$ cat config.mk
export PLATFORM = sky130hd
export DESIGN_NAME = ptr_routing
export DESIGN_NICKNAME = d
export VERILOG_FILES = /design/src/inc/ptr_pkg.sv /design/src/core/ptr_aux_sel.sv /design/src/core/ptr_dac_trig.sv /design/src/core/ptr_routing.sv
export SDC_FILE = /design/constraint.sdc
export NUM_CORES = 1
export LEC_CHECK = 0
export ABC_AREA = 1
export BUFFER_PORTS_ARGS = -buffer_cell sky130_fd_sc_hd__buf_2
export CORE_UTILIZATION = 31
export DETAILED_ROUTE_END_ITERATION = 7
export GPL_TIMING_DRIVEN = 0
export PLACE_DENSITY = 0.54
export SLEW_MARGIN = 0
export SYNTH_ARGS = -nofsm -noshare
export SYNTH_HDL_FRONTEND = slang
export SYNTH_SLANG_ARGS = --single-unit
$ cat constraint.sdc
create_clock -name i_clk -period 1.6 [get_ports i_clk]
set_input_delay 0.08 -clock i_clk [delete_from_list [all_inputs] [get_ports i_clk]]
set_output_delay 0.08 -clock i_clk [all_outputs]
set_load 0.01 [all_outputs]
$ cat src/inc/ptr_pkg.sv
package ptr_pkg;

	// Bus shape and instance counts
	localparam int PTR_AW = 4;
	localparam int PTR_DW = 16;
	localparam int PTR_NUM_CCP = 5;
	localparam int PTR_NUM_DAC = 2;

	// Register offsets (word index on the plain port)
	localparam logic [3:0] PTR_OFF_CCP_BASE = 4'h0;
	localparam logic [3:0] PTR_OFF_METER_CTL = 4'h5;
	localparam logic [3:0] PTR_OFF_SW_DISCH = 4'h6;
	localparam logic [3:0] PTR_OFF_DAC_BASE = 4'h7;
	localparam logic [3:0] PTR_OFF_STATUS = 4'h9;

	// Capture/compare routing register fields
	localparam int PTR_CCP_AUX_LSB = 0;
	localparam int PTR_CCP_CAPTURE_COMPARE_SELECT_BIT = 2;
	localparam int PTR_CCP_MODE_LSB = 3;
	localparam int PTR_CCP_CAPDIS_BIT = 7;

	// Meter control fields
	localparam int PTR_MTR_DISCH_LSB = 0;
	localparam int PTR_MTR_SRCRST_BIT = 4;
	localparam int PTR_SWD_BIT = 0;

	// DAC control fields
	localparam int PTR_DAC_REF_LSB = 0;
	localparam int PTR_DAC_TRIG_LSB = 2;

	// Reset values
	localparam logic [7:0] PTR_RST_CCP = 8'h00;
	localparam logic [2:0] PTR_RST_DISCH = 3'h0;
	localparam logic [6:0] PTR_RST_DAC = 7'h00;

	// Aux select codes and time base mode
	localparam logic [1:0] PTR_AUX_OFF = 2'h0;
	localparam logic [1:0] PTR_AUX_ROLL = 2'h1;
	localparam logic [1:0] PTR_AUX_SEL2 = 2'h2;
	localparam logic [1:0] PTR_AUX_SEL3 = 2'h3;
	localparam logic [3:0] PTR_MODE_TBASE = 4'h0;

	// Discharge source codes
	localparam logic [2:0] PTR_DIS_NONE = 3'h0;
	localparam logic [2:0] PTR_DIS_CCP1 = 3'h1;
	localparam logic [2:0] PTR_DIS_CCP5 = 3'h3;
	localparam logic [2:0] PTR_DIS_ADC = 3'h4;
	localparam logic [2:0] PTR_DIS_RSVD = 3'h5;
	localparam logic [2:0] PTR_DIS_LOGIC_CELL_ONE = 3'h6;
	localparam logic [2:0] PTR_DIS_LOGIC_CELL_TWO = 3'h7;

	// DAC trigger codes
	localparam logic [4:0] PTR_DT_CCP1 = 5'h01;
	localparam logic [4:0] PTR_DT_CCP5 = 5'h05;
	localparam logic [4:0] PTR_DT_EXT0 = 5'h08;
	localparam logic [4:0] PTR_DT_EXT2 = 5'h0a;
	localparam logic [4:0] PTR_DT_TMR1 = 5'h0b;
	localparam logic [4:0] PTR_DT_LOGIC_CELL_ONE = 5'h11;
	localparam logic [4:0] PTR_DT_LOGIC_CELL_TWO = 5'h12;
	localparam logic [4:0] PTR_DT_CMP1 = 5'h18;
	localparam logic [4:0] PTR_DT_CMP3 = 5'h1a;
	localparam logic [4:0] PTR_DT_ADC = 5'h1b;
	localparam logic [4:0] PTR_DT_METER = 5'h1c;

	// DAC reference codes
	localparam logic [1:0] PTR_REF_NONE = 2'h0;
	localparam logic [1:0] PTR_REF_PIN = 2'h1;
	localparam logic [1:0] PTR_REF_AVDD = 2'h2;
	localparam logic [1:0] PTR_REF_BGAP = 2'h3;

endpackage

$ cat src/core/ptr_aux_sel.sv
`timescale 1ns/1ps
// Auxiliary output selector of one capture/compare module
module ptr_aux_sel
	import ptr_pkg::*;
(
	// Configuration
	input wire logic [1:0] i_aux_sel,
	input wire logic i_capture_compare_select,
	input wire logic [3:0] i_mode,
	input wire logic i_capdis,
	// Module signals
	input wire logic i_roll,
	input wire logic i_special,
	input wire logic i_cmp_evt,
	input wire logic i_cmp_out,
	input wire logic i_cap_evt,
	// Result
	output logic o_aux
);

	// Select by aux code, then by operating family
	always_comb
	begin
		o_aux = 1'b0;
		case (i_aux_sel)
			PTR_AUX_ROLL: o_aux = i_roll;
			PTR_AUX_SEL2:
			begin
				if (i_capture_compare_select)
					o_aux = i_capdis;
				else if (i_mode == PTR_MODE_TBASE)
					o_aux = i_special;
				else
					o_aux = i_cmp_evt;
			end
			PTR_AUX_SEL3:
			begin
				if (i_capture_compare_select)
					o_aux = i_cap_evt;
				else if (i_mode != PTR_MODE_TBASE)
					o_aux = i_cmp_out;
				else
					o_aux = 1'b0;
			end
			default: o_aux = 1'b0;
		endcase
	end

endmodule // ptr_aux_sel

$ cat src/core/ptr_dac_trig.sv
`timescale 1ns/1ps
// Trigger source selector of one DAC
module ptr_dac_trig
	import ptr_pkg::*;
(
	// Selection
	input wire logic [4:0] i_sel,
	// Candidate sources
	input wire logic [4:0] i_ccp_sync,
	input wire logic [2:0] i_ext_int,
	input wire logic i_tmr1_sync,
	input wire logic i_logic_cell_one,
	input wire logic i_logic_cell_two,
	input wire logic [2:0] i_cmp,
	input wire logic i_adc,
	input wire logic i_meter,
	// Result
	output logic o_trig
);

	// Ranges are decoded by offset from the first code of a group
	always_comb
	begin
		o_trig = 1'b0;
		if (i_sel >= PTR_DT_CCP1 && i_sel <= PTR_DT_CCP5)
			o_trig = i_ccp_sync[3'(i_sel - PTR_DT_CCP1)];
		else if (i_sel >= PTR_DT_EXT0 && i_sel <= PTR_DT_EXT2)
			o_trig = i_ext_int[2'(i_sel - PTR_DT_EXT0)];
		else if (i_sel >= PTR_DT_CMP1 && i_sel <= PTR_DT_CMP3)
			o_trig = i_cmp[2'(i_sel - PTR_DT_CMP1)];
		else
		begin
			case (i_sel)
				PTR_DT_TMR1: o_trig = i_tmr1_sync;
				PTR_DT_LOGIC_CELL_ONE: o_trig = i_logic_cell_one;
				PTR_DT_LOGIC_CELL_TWO: o_trig = i_logic_cell_two;
				PTR_DT_ADC: o_trig = i_adc;
				PTR_DT_METER: o_trig = i_meter;
				default: o_trig = 1'b0;
			endcase
		end
	end

endmodule // ptr_dac_trig

$ cat src/core/ptr_routing.sv
// The implementer's own choices: the strobed register port and the register addresses.
`timescale 1ns/1ps
// Peripheral trigger routing: aux outputs, discharge and DAC triggers
module ptr_routing
	import ptr_pkg::*;
#(
	// Code used for module 2's aux output; printed value is in doubt
	parameter logic [2:0] CCP2_DISCH_CODE = 3'h2
)
(
	// Clock and reset
	input wire logic i_clk,
	input wire logic i_rst_n,
	// Register port
	input wire logic [ptr_pkg::PTR_AW-1:0] i_addr,
	input wire logic [ptr_pkg::PTR_DW-1:0] i_wdata,
	input wire logic i_we,
	input wire logic i_re,
	output logic [ptr_pkg::PTR_DW-1:0] o_rdata,
	// Capture/compare module signals, one bit per module
	input wire logic [4:0] i_ccp_roll,
	input wire logic [4:0] i_ccp_special,
	input wire logic [4:0] i_ccp_cmp_evt,
	input wire logic [4:0] i_ccp_cmp_out,
	input wire logic [4:0] i_ccp_cap_evt,
	input wire logic [4:0] i_ccp_sync,
	// Other trigger sources
	input wire logic i_adc_eoc,
	input wire logic i_logic_cell_one,
	input wire logic i_logic_cell_two,
	input wire logic [2:0] i_cmp,
	input wire logic [2:0] i_ext_int,
	input wire logic i_tmr1_sync,
	input wire logic i_meter_evt,
	// Routed results
	output logic [4:0] o_ccp_aux,
	output logic o_discharge,
	output logic [1:0] o_dac_update,
	output logic [3:0] o_dac_ref,
	output logic [1:0] o_dac_enable
);

	// Whole state of the block
	typedef struct packed {
		logic [4:0][7:0] ccp_cfg; // Per-module routing config
		logic [2:0] disch_sel; // Discharge source code
		logic src_rst_en; // Software discharge resets edges
		logic sw_dis; // Software discharge control
		logic [1:0][6:0] dac_ctl; // Trigger and reference
		logic [1:0] dac_en; // DAC enables, registered like the rest
		logic [4:0] aux; // Registered aux outputs
		logic disch_prev; // Last discharge source level
		logic discharge; // Discharge output
		logic [1:0] dac_prev; // Last DAC trigger levels
		logic [1:0] dac_upd; // DAC update pulses
		logic [7:0] disch_cnt; // Hardware discharges seen
		logic [15:0] rdata; // Read data
	} ptr_state_s;

	ptr_state_s st_reg; // Current state
	ptr_state_s st_next; // Next state

	logic [4:0] aux_comb; // Aux selector results
	logic [1:0] dac_trig; // DAC selector results
	logic disch_src; // Selected discharge source level
	logic disch_hold; // Hardware discharge held off

	// Discharge source decode; aux outputs of modules 1, 2 and 5, A/D and both logic cells route here
	function automatic logic disch_pick(input logic [2:0] sel,
		input logic [4:0] aux, input logic adc, input logic c1,
		input logic c2);
		logic r;
		r = 1'b0;
		if (sel == CCP2_DISCH_CODE && sel != PTR_DIS_NONE)
			r = aux[1];
		else
		begin
			case (sel)
				PTR_DIS_CCP1: r = aux[0];
				PTR_DIS_CCP5: r = aux[4];
				PTR_DIS_ADC: r = adc;
				PTR_DIS_LOGIC_CELL_ONE: r = c1;
				PTR_DIS_LOGIC_CELL_TWO: r = c2;
				default: r = 1'b0;
			endcase
		end
		return r;
	endfunction

	// Register read decode, unmapped reads give zero
	function automatic logic [15:0] reg_read(input logic [3:0] a,
		input ptr_state_s s);
		logic [15:0] d;
		d = 16'h0000;
		if (a < PTR_OFF_METER_CTL)
			d = {8'h00, s.ccp_cfg[3'(a - PTR_OFF_CCP_BASE)]};
		else if (a == PTR_OFF_METER_CTL)
		begin
			d[PTR_MTR_SRCRST_BIT] = s.src_rst_en;
			d[PTR_MTR_DISCH_LSB +: 3] = s.disch_sel;
		end
		else if (a == PTR_OFF_SW_DISCH)
			d[PTR_SWD_BIT] = s.sw_dis;
		else if (a >= PTR_OFF_DAC_BASE && a < PTR_OFF_STATUS)
			d = {9'h000, s.dac_ctl[1'(a - PTR_OFF_DAC_BASE)]};
		else if (a == PTR_OFF_STATUS)
			d = {s.disch_cnt, s.dac_upd, s.discharge, s.aux};
		return d;
	endfunction

	// One aux selector per capture/compare module
	for (genvar g = 0; g < PTR_NUM_CCP; g++)
	begin : g_aux
		ptr_aux_sel u_aux (
			.i_aux_sel(st_reg.ccp_cfg[g][PTR_CCP_AUX_LSB +: 2]),
			.i_capture_compare_select(st_reg.ccp_cfg[g][PTR_CCP_CAPTURE_COMPARE_SELECT_BIT]),
			.i_mode(st_reg.ccp_cfg[g][PTR_CCP_MODE_LSB +: 4]),
			.i_capdis(st_reg.ccp_cfg[g][PTR_CCP_CAPDIS_BIT]),
			.i_roll(i_ccp_roll[g]),
			.i_special(i_ccp_special[g]),
			.i_cmp_evt(i_ccp_cmp_evt[g]),
			.i_cmp_out(i_ccp_cmp_out[g]),
			.i_cap_evt(i_ccp_cap_evt[g]),
			.o_aux(aux_comb[g])
		);
	end

	// One trigger selector per DAC
	for (genvar d = 0; d < PTR_NUM_DAC; d++)
	begin : g_dac
		ptr_dac_trig u_trig (
			.i_sel(st_reg.dac_ctl[d][PTR_DAC_TRIG_LSB +: 5]),
			.i_ccp_sync(i_ccp_sync),
			.i_ext_int(i_ext_int),
			.i_tmr1_sync(i_tmr1_sync),
			.i_logic_cell_one(i_logic_cell_one),
			.i_logic_cell_two(i_logic_cell_two),
			.i_cmp(i_cmp),
			.i_adc(i_adc_eoc),
			.i_meter(i_meter_evt),
			.o_trig(dac_trig[d])
		);
	end

	// Discharge source uses the registered aux, one cycle behind
	always_comb
	begin
		disch_src = disch_pick(st_reg.disch_sel, st_reg.aux,
			i_adc_eoc, i_logic_cell_one, i_logic_cell_two);
		disch_hold = st_reg.src_rst_en && st_reg.sw_dis;
	end

	// Next state: register writes, routing and edge detection
	always_comb
	begin
		st_next = st_reg;
		// Software writes
		if (i_we)
		begin
			if (i_addr < PTR_OFF_METER_CTL)
				st_next.ccp_cfg[3'(i_addr - PTR_OFF_CCP_BASE)] =
					i_wdata[7:0];
			else if (i_addr == PTR_OFF_METER_CTL)
			begin
				st_next.disch_sel = i_wdata[PTR_MTR_DISCH_LSB +: 3];
				st_next.src_rst_en = i_wdata[PTR_MTR_SRCRST_BIT];
			end
			else if (i_addr == PTR_OFF_SW_DISCH)
				st_next.sw_dis = i_wdata[PTR_SWD_BIT];
			else if (i_addr >= PTR_OFF_DAC_BASE &&
				i_addr < PTR_OFF_STATUS)
				st_next.dac_ctl[1'(i_addr - PTR_OFF_DAC_BASE)] =
					i_wdata[6:0];
		end
		// Enables track the new reference code, so they move with o_dac_ref
		for (int k = 0; k < PTR_NUM_DAC; k++)
			st_next.dac_en[k] =
				st_next.dac_ctl[k][PTR_DAC_REF_LSB +: 2] != PTR_REF_NONE;
		// Aux outputs registered so every top output is a flop
		st_next.aux = aux_comb;
		// Discharge: software level alone, or one pulse per edge
		if (st_reg.disch_sel == PTR_DIS_NONE)
		begin
			st_next.discharge = st_reg.sw_dis;
			st_next.disch_prev = 1'b0;
		end
		else if (disch_hold)
		begin
			// Edge logic held in reset while software discharges
			st_next.discharge = 1'b0;
			st_next.disch_prev = disch_src;
		end
		else
		begin
			st_next.discharge = disch_src && !st_reg.disch_prev;
			st_next.disch_prev = disch_src;
		end
		if (st_next.discharge && !st_reg.discharge &&
			st_reg.disch_sel != PTR_DIS_NONE)
			st_next.disch_cnt = st_reg.disch_cnt + 8'h01;
		// DAC: one update per rising edge of the selected trigger
		for (int k = 0; k < PTR_NUM_DAC; k++)
		begin
			st_next.dac_upd[k] = dac_trig[k] && !st_reg.dac_prev[k] &&
				(st_reg.dac_ctl[k][PTR_DAC_REF_LSB +: 2] !=
				PTR_REF_NONE);
			st_next.dac_prev[k] = dac_trig[k];
		end
		// Read data valid the cycle after the strobe only
		st_next.rdata = i_re ? reg_read(i_addr, st_reg) : 16'h0000;
	end

	// State register with synchronous reset
	always_ff @(posedge i_clk)
	begin
		if (!i_rst_n)
		begin
			st_reg <= '0;
			for (int k = 0; k < PTR_NUM_CCP; k++)
				st_reg.ccp_cfg[k] <= PTR_RST_CCP;
			st_reg.disch_sel <= PTR_RST_DISCH;
			for (int k = 0; k < PTR_NUM_DAC; k++)
			begin
				st_reg.dac_ctl[k] <= PTR_RST_DAC;
				st_reg.dac_en[k] <= PTR_RST_DAC[1:0] != PTR_REF_NONE;
			end
		end
		else
			st_reg <= st_next;
	end

	// Outputs straight from flops; reference decode is registered
	assign o_rdata = st_reg.rdata;
	assign o_ccp_aux = st_reg.aux;
	assign o_discharge = st_reg.discharge;
	assign o_dac_update = st_reg.dac_upd;
	assign o_dac_ref = {st_reg.dac_ctl[1][1:0], st_reg.dac_ctl[0][1:0]};
	assign o_dac_enable = st_reg.dac_en;
endmodule // ptr_routing

==> reports/metrics.yaml, run 1 <==
synth:
  ys_seq_area_frac: 0.360
  avgSynthCellArea_um2: 6.83
  syn_inst: 782
  syn_nets: 858
  ys_warn_count: 0
  ys_types: 41
  ys_ff_latch: 96
  syn-cell-area_um2: 5340
timing:
  fmax_mhz: 619
  finalCritPeriodShare: 1.01
  fin_hold_ws_ps: 71.9
  slew_headroom: 0.481
  fin_skew_ps: 8.15
  worstMarginPinSlew_ps: 779
  maxSlewViolCount: 0
  final.setup.worst_slack_ps: -16.6
  rsz0062_at_grt: "true"
  hold_violations: 0
  setup_viol_count_final: 1
  min_period_ps: 1620
grt:
  grt_pass1_vias: 4617
  grt_pass1_wl_mm: 24.9
  track_usage: 0.184
  grt_overflow: 0
  grt_max_degree: 15
  antenna_found_initial: 0
route:
  num_vias: 5187
  first_pass_iters: 4
  drcViolationCount: 0
  wire_per_inst_um: 14.2
  met1_length_mm: 7.51
  highest_layer: "met4"
  met3WireLength_um: 714
  routed_wl_mm: 15.8
  wl_met2_mm: 7.37
  drt_iter0_markers: 262
  viasPerCell: 4.67
  final_antenna_net_count: 0
final_layout:
  largest_register_ffs: 66
  nNetsFinal: 962
  drive_above_1_share: 0.210
  area_growth_pct: 22.5
  diodes: 0
  utilization: 0.392
worst_setup_path:
  slowest_stage: "dfxtp_2"
  crit_fanout: 5
  critPathMaxStageDelay_ps: 360
  crit_path_end_kind: "flop"
  start_kind: "flop"
  worst-r2r-setup-slack_ps: -20
  cp.arrival_ps: 1910
  crit_chain: "buf_8 > clkinvlp_4 > ha_4 > nand2_2 > nor2_1 > nand2_1 > nand3_1 > nor2_1 > nor2_1 > nand2_2 > nor2_1"
  cpMostUsedCell: "nor2_1"
  cp_top_family: "simple AND/OR/NAND/NOR gates"
  critPathKind: "reg2reg"
  critPathRequiredTime_ps: 1890
  cp.buffers_inverters: 2
floorplan:
  ioPinCount: 95
  initial_core_util: 0.320
  core_area_um2: 16700
  die_y_um: 133
  rows: 47
  die_w_um: 133
  die_area_um2: 17800
placed_design:
  port_buffers: 85
  place_congestion: 0.892
  dpl.hpwl_mm: 12.2
power_and_ir_drop:
  p_per_area_nw_per_um2: 832
  power.total_mw: 5.44
  irDropWorstVdd_v: 0.000530
  cellLeakagePower_nw: 3.00
clock_network:
  cts_tree: "done"
  cts-root-buf: "clkbuf_16"
  cts_buffers: 9
  clock_latency_ps: 350
  cts.sinks: 96
  clkTransAtPathRegs_ps: 60
  cts_max_level: 3
  cts_hold_buf: 0
  cts.path.max_buffers: 2
min_path:
  min_path_type: "in2reg"
run:
  maxCapViolCount: 0
status:
  status: "finished with violations"
  violations: "negative setup slack"
## Yosys cell counts (all sizes together)
cell type	instances	share of area
or2	2	0.0023
nand2	161	0.12
clkbuf	9	0.0070
nor2	78	0.064
a21oi	89	0.085
o22ai	7	0.0082
ha	11	0.026
a21boi	1	0.0014
o21ai	97	0.093
nand3	24	0.029
nand4	21	0.025
nor3	3	0.0037
o221ai	2	0.0033
inv	118	0.083
xor2	4	0.0066
o211ai	6	0.0084
dfxtp	96	0.36
clkinv	1	0.00070
o2111ai	2	0.0033
o21bai	2	0.0028
nand3b	5	0.0070
o21a	2	0.0028
xnor2	1	0.0016
buf	40	0.057
## worst paths after layout
kind                                               from                    endpoint  depth (start not counted)
worst max-delay path            st_reg[39]$_SDFFE_PN0P_  o_dac_update[0]$_SDFF_PN0_                         11
worst min-delay path                               i_we     st_reg[51]$_SDFFE_PN0P_                          3
worst max register to register  st_reg[39]$_SDFFE_PN0P_  o_dac_update[0]$_SDFF_PN0_                         11
worst min register to register    st_reg[27]$_SDFF_PN0_  o_dac_update[1]$_SDFF_PN0_                          2
## layout by cell type, fill, tap and decap left out, types with 3 or more instances in the layout
master and count:
nor2_1 71, a21oi_1 86, nand4_1 21, dfxtp_2 3, a21oi_2 3, nand3_4 3
o21ai_0 81, nand2_4 3, nand2_1 152, nand3b_1 5, nand2_2 6, o21ai_1 15
o211ai_1 6, dfxtp_1 91, bufinv_16 3, nor2_4 4, o22ai_1 7, inv_2 3
xor2_1 4, ha_1 8, inv_1 112, buf_6 7, clkbuf_16 9, buf_2 88
buf_4 37, nand3_1 20, clkbuf_1 9
## area by class of cell
type | count | area, um^2
clock inverters | 3 | 90.1
flip-flops and latches | 96 | 1930
plain buffers | 48 | 349
fillers | 1830 | 10200
clock buffers | 12 | 246
well taps | 220 | 275
multi-input cells | 518 | 2680
repair buffers | 94 | 500
inverters | 119 | 463
## logic make-up after synthesis
kind of cell    after synthesis  share of synthesized area
fa+ha+maj                    11                     0.0258
compound gates              208                      0.208
simple gates                294                      0.250
flops                        96                      0.360
xor+xnor                      5                    0.00820
buf+inv                     168                      0.148
## power breakdown
part | switching (mW) | internal, mW
Sequential | 0.0258 | 2.42
Clock | 0.898 | 1.56
Combinational | 0.342 | 0.191
## routing by layer
layer | up-vias | GRT usage
li1 | 2720 | -
met1 | 2333 | 0.246
met2 | 116 | 0.301
met3 | 18 | 0.0381
met4 | 0 | 0.0455
met5 | - | 0
## per-stage QoR
step	area, um^2	cells	worst slack (ps)	TNS (ps)
after global routing	6540	1110	-141	-219
after detailed placement	6040	1087	-282	-1140
after floorplan	5340	782	27.0	0
final	6540	1110	-16.6	-16.6
after CTS	6480	1107	8.22	0
after global placement	6040	1087	-286	-1020
## worst reg2reg max path, stage by stage (launching register included)
cell	delay [ps]
dfxtp_2	360
buf_8	110
clkinvlp_4	150
ha_4	320
nand2_2	40
nor2_1	80
nand2_1	60
nand3_1	90
nor2_1	50
nor2_1	120
nand2_2	90
nor2_1	80
## timing repair
action | CTS | global route
hold endpoints to repair | 0 | 0
buffers inserted | 5 | 5
gates resized for setup | 18 | 14
endpoints found under the setup margin | 11 | 12
pin swaps | 2 | 10
Note: power is estimated with default switching activity, not from simulation.
==> run 2: changes to the inputs <==
- clock period: 1.6 -> 1.38 ns (I/O delays scaled with it)
==> reports/metrics.yaml, run 2 (same netlist as run 1, synthesis figures left out) <==
floorplan:
  die_w_um: 133  # unchanged
  rows: 47  # unchanged
  initial_core_util: 0.320  # unchanged
  core_area_um2: 16700  # unchanged
  die_y_um: 133  # unchanged
  die_area_um2: 17800  # unchanged
  ioPinCount: 95  # unchanged
status:
  status: "finished with violations"  # unchanged
  violations: "negative setup slack"  # unchanged
route:
  drt_iter0_markers: 266  # was 262
  num_vias: 5267  # was 5,187
  wire_per_inst_um: 14.5  # was 14.2 um
  first_pass_iters: 4  # unchanged
  routed_wl_mm: 16.3  # was 15.8 mm
  final_antenna_net_count: 0  # unchanged
  drcViolationCount: 0  # unchanged
  viasPerCell: 4.69  # was 4.67
clock_network:
  cts.sinks: 96  # unchanged
  cts_buffers: 9  # unchanged
  cts_hold_buf: 0  # unchanged
  clock_latency_ps: 350  # about the same
  cts_max_level: 3  # unchanged
  cts.path.max_buffers: 2  # unchanged
  cts-root-buf: "clkbuf_16"  # unchanged
  clkTransAtPathRegs_ps: 70  # was 60 ps
  cts_tree: "done"  # unchanged
timing:
  finalCritPeriodShare: 1.06  # was 1.01
  fmax_mhz: 681  # was 619 MHz
  maxSlewViolCount: 0  # unchanged
  setup_viol_count_final: 4  # was 1
  rsz0062_at_grt: "true"  # unchanged
  worstMarginPinSlew_ps: 786  # was 779 ps
  setup-tns-final_ps: -171  # was -16.6 ps
  slew_headroom: 0.476  # was 0.481
  fin_skew_ps: 4.22  # was 8.15 ps
  min_period_ps: 1470  # was 1620 ps
  final.setup.worst_slack_ps: -87.6  # was -16.6 ps
  hold_violations: 0  # unchanged
worst_setup_path:
  crit_fanout: 4  # was 5
  r2r-end: "o_dac_update[1]$_SDFF_PN0_"  # was o_dac_update[0]$_SDFF_PN0_
  start_kind: "flop"  # unchanged
  cpMostUsedCell: "nor2_1"  # unchanged
  crit_end: "o_dac_update[1]$_SDFF_PN0_"  # was o_dac_update[0]$_SDFF_PN0_
  crit_path_end_kind: "flop"  # unchanged
  rr_startpoint: "st_reg[46]$_SDFFE_PN0P_"  # was st_reg[39]$_SDFFE_PN0P_
  startpoint: "st_reg[46]$_SDFFE_PN0P_"  # was st_reg[39]$_SDFFE_PN0P_
  r2r_cells: 10  # was 11
  critPathRequiredTime_ps: 1670  # was 1890 ps
  crit_chain: "buf_8 > inv_8 > ha_4 > nand3_2 > or2_4 > nand2_2 > nor2_1 > nor2_1 > nand2_2 > nor2_1"  # was buf_8 > clkinvlp_4 > ha_4 > nand2_2 > nor2_1 > nand2_1 > nand3_1 > nor2_1 > nor2_1 > nand2_2 > nor2_1
  critPathMaxStageDelay_ps: 340  # was 360 ps
  slowest_stage: "dfxtp_2"  # unchanged
  critPathKind: "reg2reg"  # unchanged
  cp.arrival_ps: 1760  # was 1910 ps
  worst-r2r-setup-slack_ps: -90  # was -20 ps
placed_design:
  dpl_cell_area_um2: 6100  # was 6040 um^2
  dpl.hpwl_mm: 12.3  # was 12.2 mm
  port_buffers: 85  # unchanged
  place_congestion: 0.882  # was 0.892
power_and_ir_drop:
  cellLeakagePower_nw: 3.10  # was 3.00 nW
  irDropWorstVdd_v: 0.000589  # was 0.000530 V
  p_per_area_nw_per_um2: 971  # was 832 nW/um^2
  power.total_mw: 6.56  # was 5.44 mW
final_layout:
  nNetsFinal: 975  # was 962
  final_common_cell: "nand2_1"  # unchanged
  final_area_um2: 6760  # was 6540 um^2
  largest_register_ffs: 66  # unchanged
  final_cell_mix: "149 x nand2_1, 109 x inv_1, 88 x buf_2"  # was 152 x nand2_1, 112 x inv_1, 91 x dfxtp_1
  area_growth_pct: 26.6  # was 22.5%
  diodes: 0  # unchanged
  drive_above_1_share: 0.248  # was 0.210
min_path:
  min_path_type: "in2reg"  # unchanged
  min_path_cells: 3  # unchanged
grt:
  antenna_found_initial: 0  # unchanged
  grt_pass1_wl_mm: 25.4  # was 24.9 mm
  grt_overflow: 0  # unchanged
  grt_max_degree: 16  # was 15
  track_usage: 0.187  # was 0.184
  grt_pass1_vias: 4792  # was 4,617
run:
  maxCapViolCount: 0  # unchanged
-- run 2: changes by cell type in the layout (fill, tap and decap cells not counted), moves of 3 or more --
| cell | change |
|---|---|
| buf_4 | +10 |
| dfxtp_1 | -4 |
| nor2_1 | -4 |
| dfxtp_2 | +3 |
| inv_1 | -3 |
| nand2_1 | -3 |
| nand2_2 | +3 |
| nand3_2 | +3 |
| nor2_2 | +3 |
-- run 2: cell type report --
class,count,area [um^2]
inverters,119,469
multi-input cells,520,2770
well taps,220,275
repair buffers,104,576
clock buffers,10,239
clock inverters,6,130
flip-flops and latches,96,1940
plain buffers,49,364
fillers,1832,9940
-- run 2: critical path, delay by kind of cell (launching register included) --
kind / cells / cell delay [ps]
and+or+nand+nor: 7 / 650
DFF: 1 / 340
adders and majority gates: 1 / 260
buffers and inverters: 2 / 140
-- run 2: what timing repair did --
item,4_1_cts,5_1_grt
pin swaps,11,8
buffers inserted,14,5
endpoints found under the setup margin,12,13
resized for setup,23,24
endpoints found under the hold margin,0,0
gates cloned,0,2
-- run 2: metrics by stage --
step	instances	setup slack (ps)	hold slack, ps	utilization
finish	1124	-87.6	46.9	0.405
global route	1124	-149	35.5	0.405
CTS	1117	-97.2	37.5	0.398
detailed placement	1087	-305	415	0.365
global placement	1087	-289	411	0.365
floorplan	782	-42.7	215	-
-- run 2: per-layer routing --
layer  GRT usage  part of all wire  vias up
li1            -                 -     2754
met1       0.247              0.47     2388
met2       0.306              0.46      103
met3      0.0369             0.044       22
met4      0.0600             0.020        0
met5           0                 0        -
-- run 2: how the worst min path moves through the flow --
| stage | slack, ps | end | from |
|---|---|---|---|
| final | 50 | st_reg[51]$_SDFFE_PN0P_ | i_we |
| after global routing | 40 | st_reg[51]$_SDFFE_PN0P_ | i_we |
| after CTS | 40 | st_reg[51]$_SDFFE_PN0P_ | i_we |
| after detailed placement | 420 | st_reg[51]$_SDFFE_PN0P_ | i_we |
| after global placement | 410 | st_reg[51]$_SDFFE_PN0P_ | i_we |
| after floorplan | 210 | st_reg[73]$_SDFFE_PN0P_ | i_wdata[1] |
-- run 2: power by group --
| group | internal [mW] | switching, mW | total [mW] |
|---|---|---|---|
| registers | 2.81 | 0.0293 | 2.83 |
| clock network | 2.00 | 1.08 | 3.08 |
| logic | 0.238 | 0.410 | 0.648 |
| total | 5.04 | 1.52 | 6.56 |
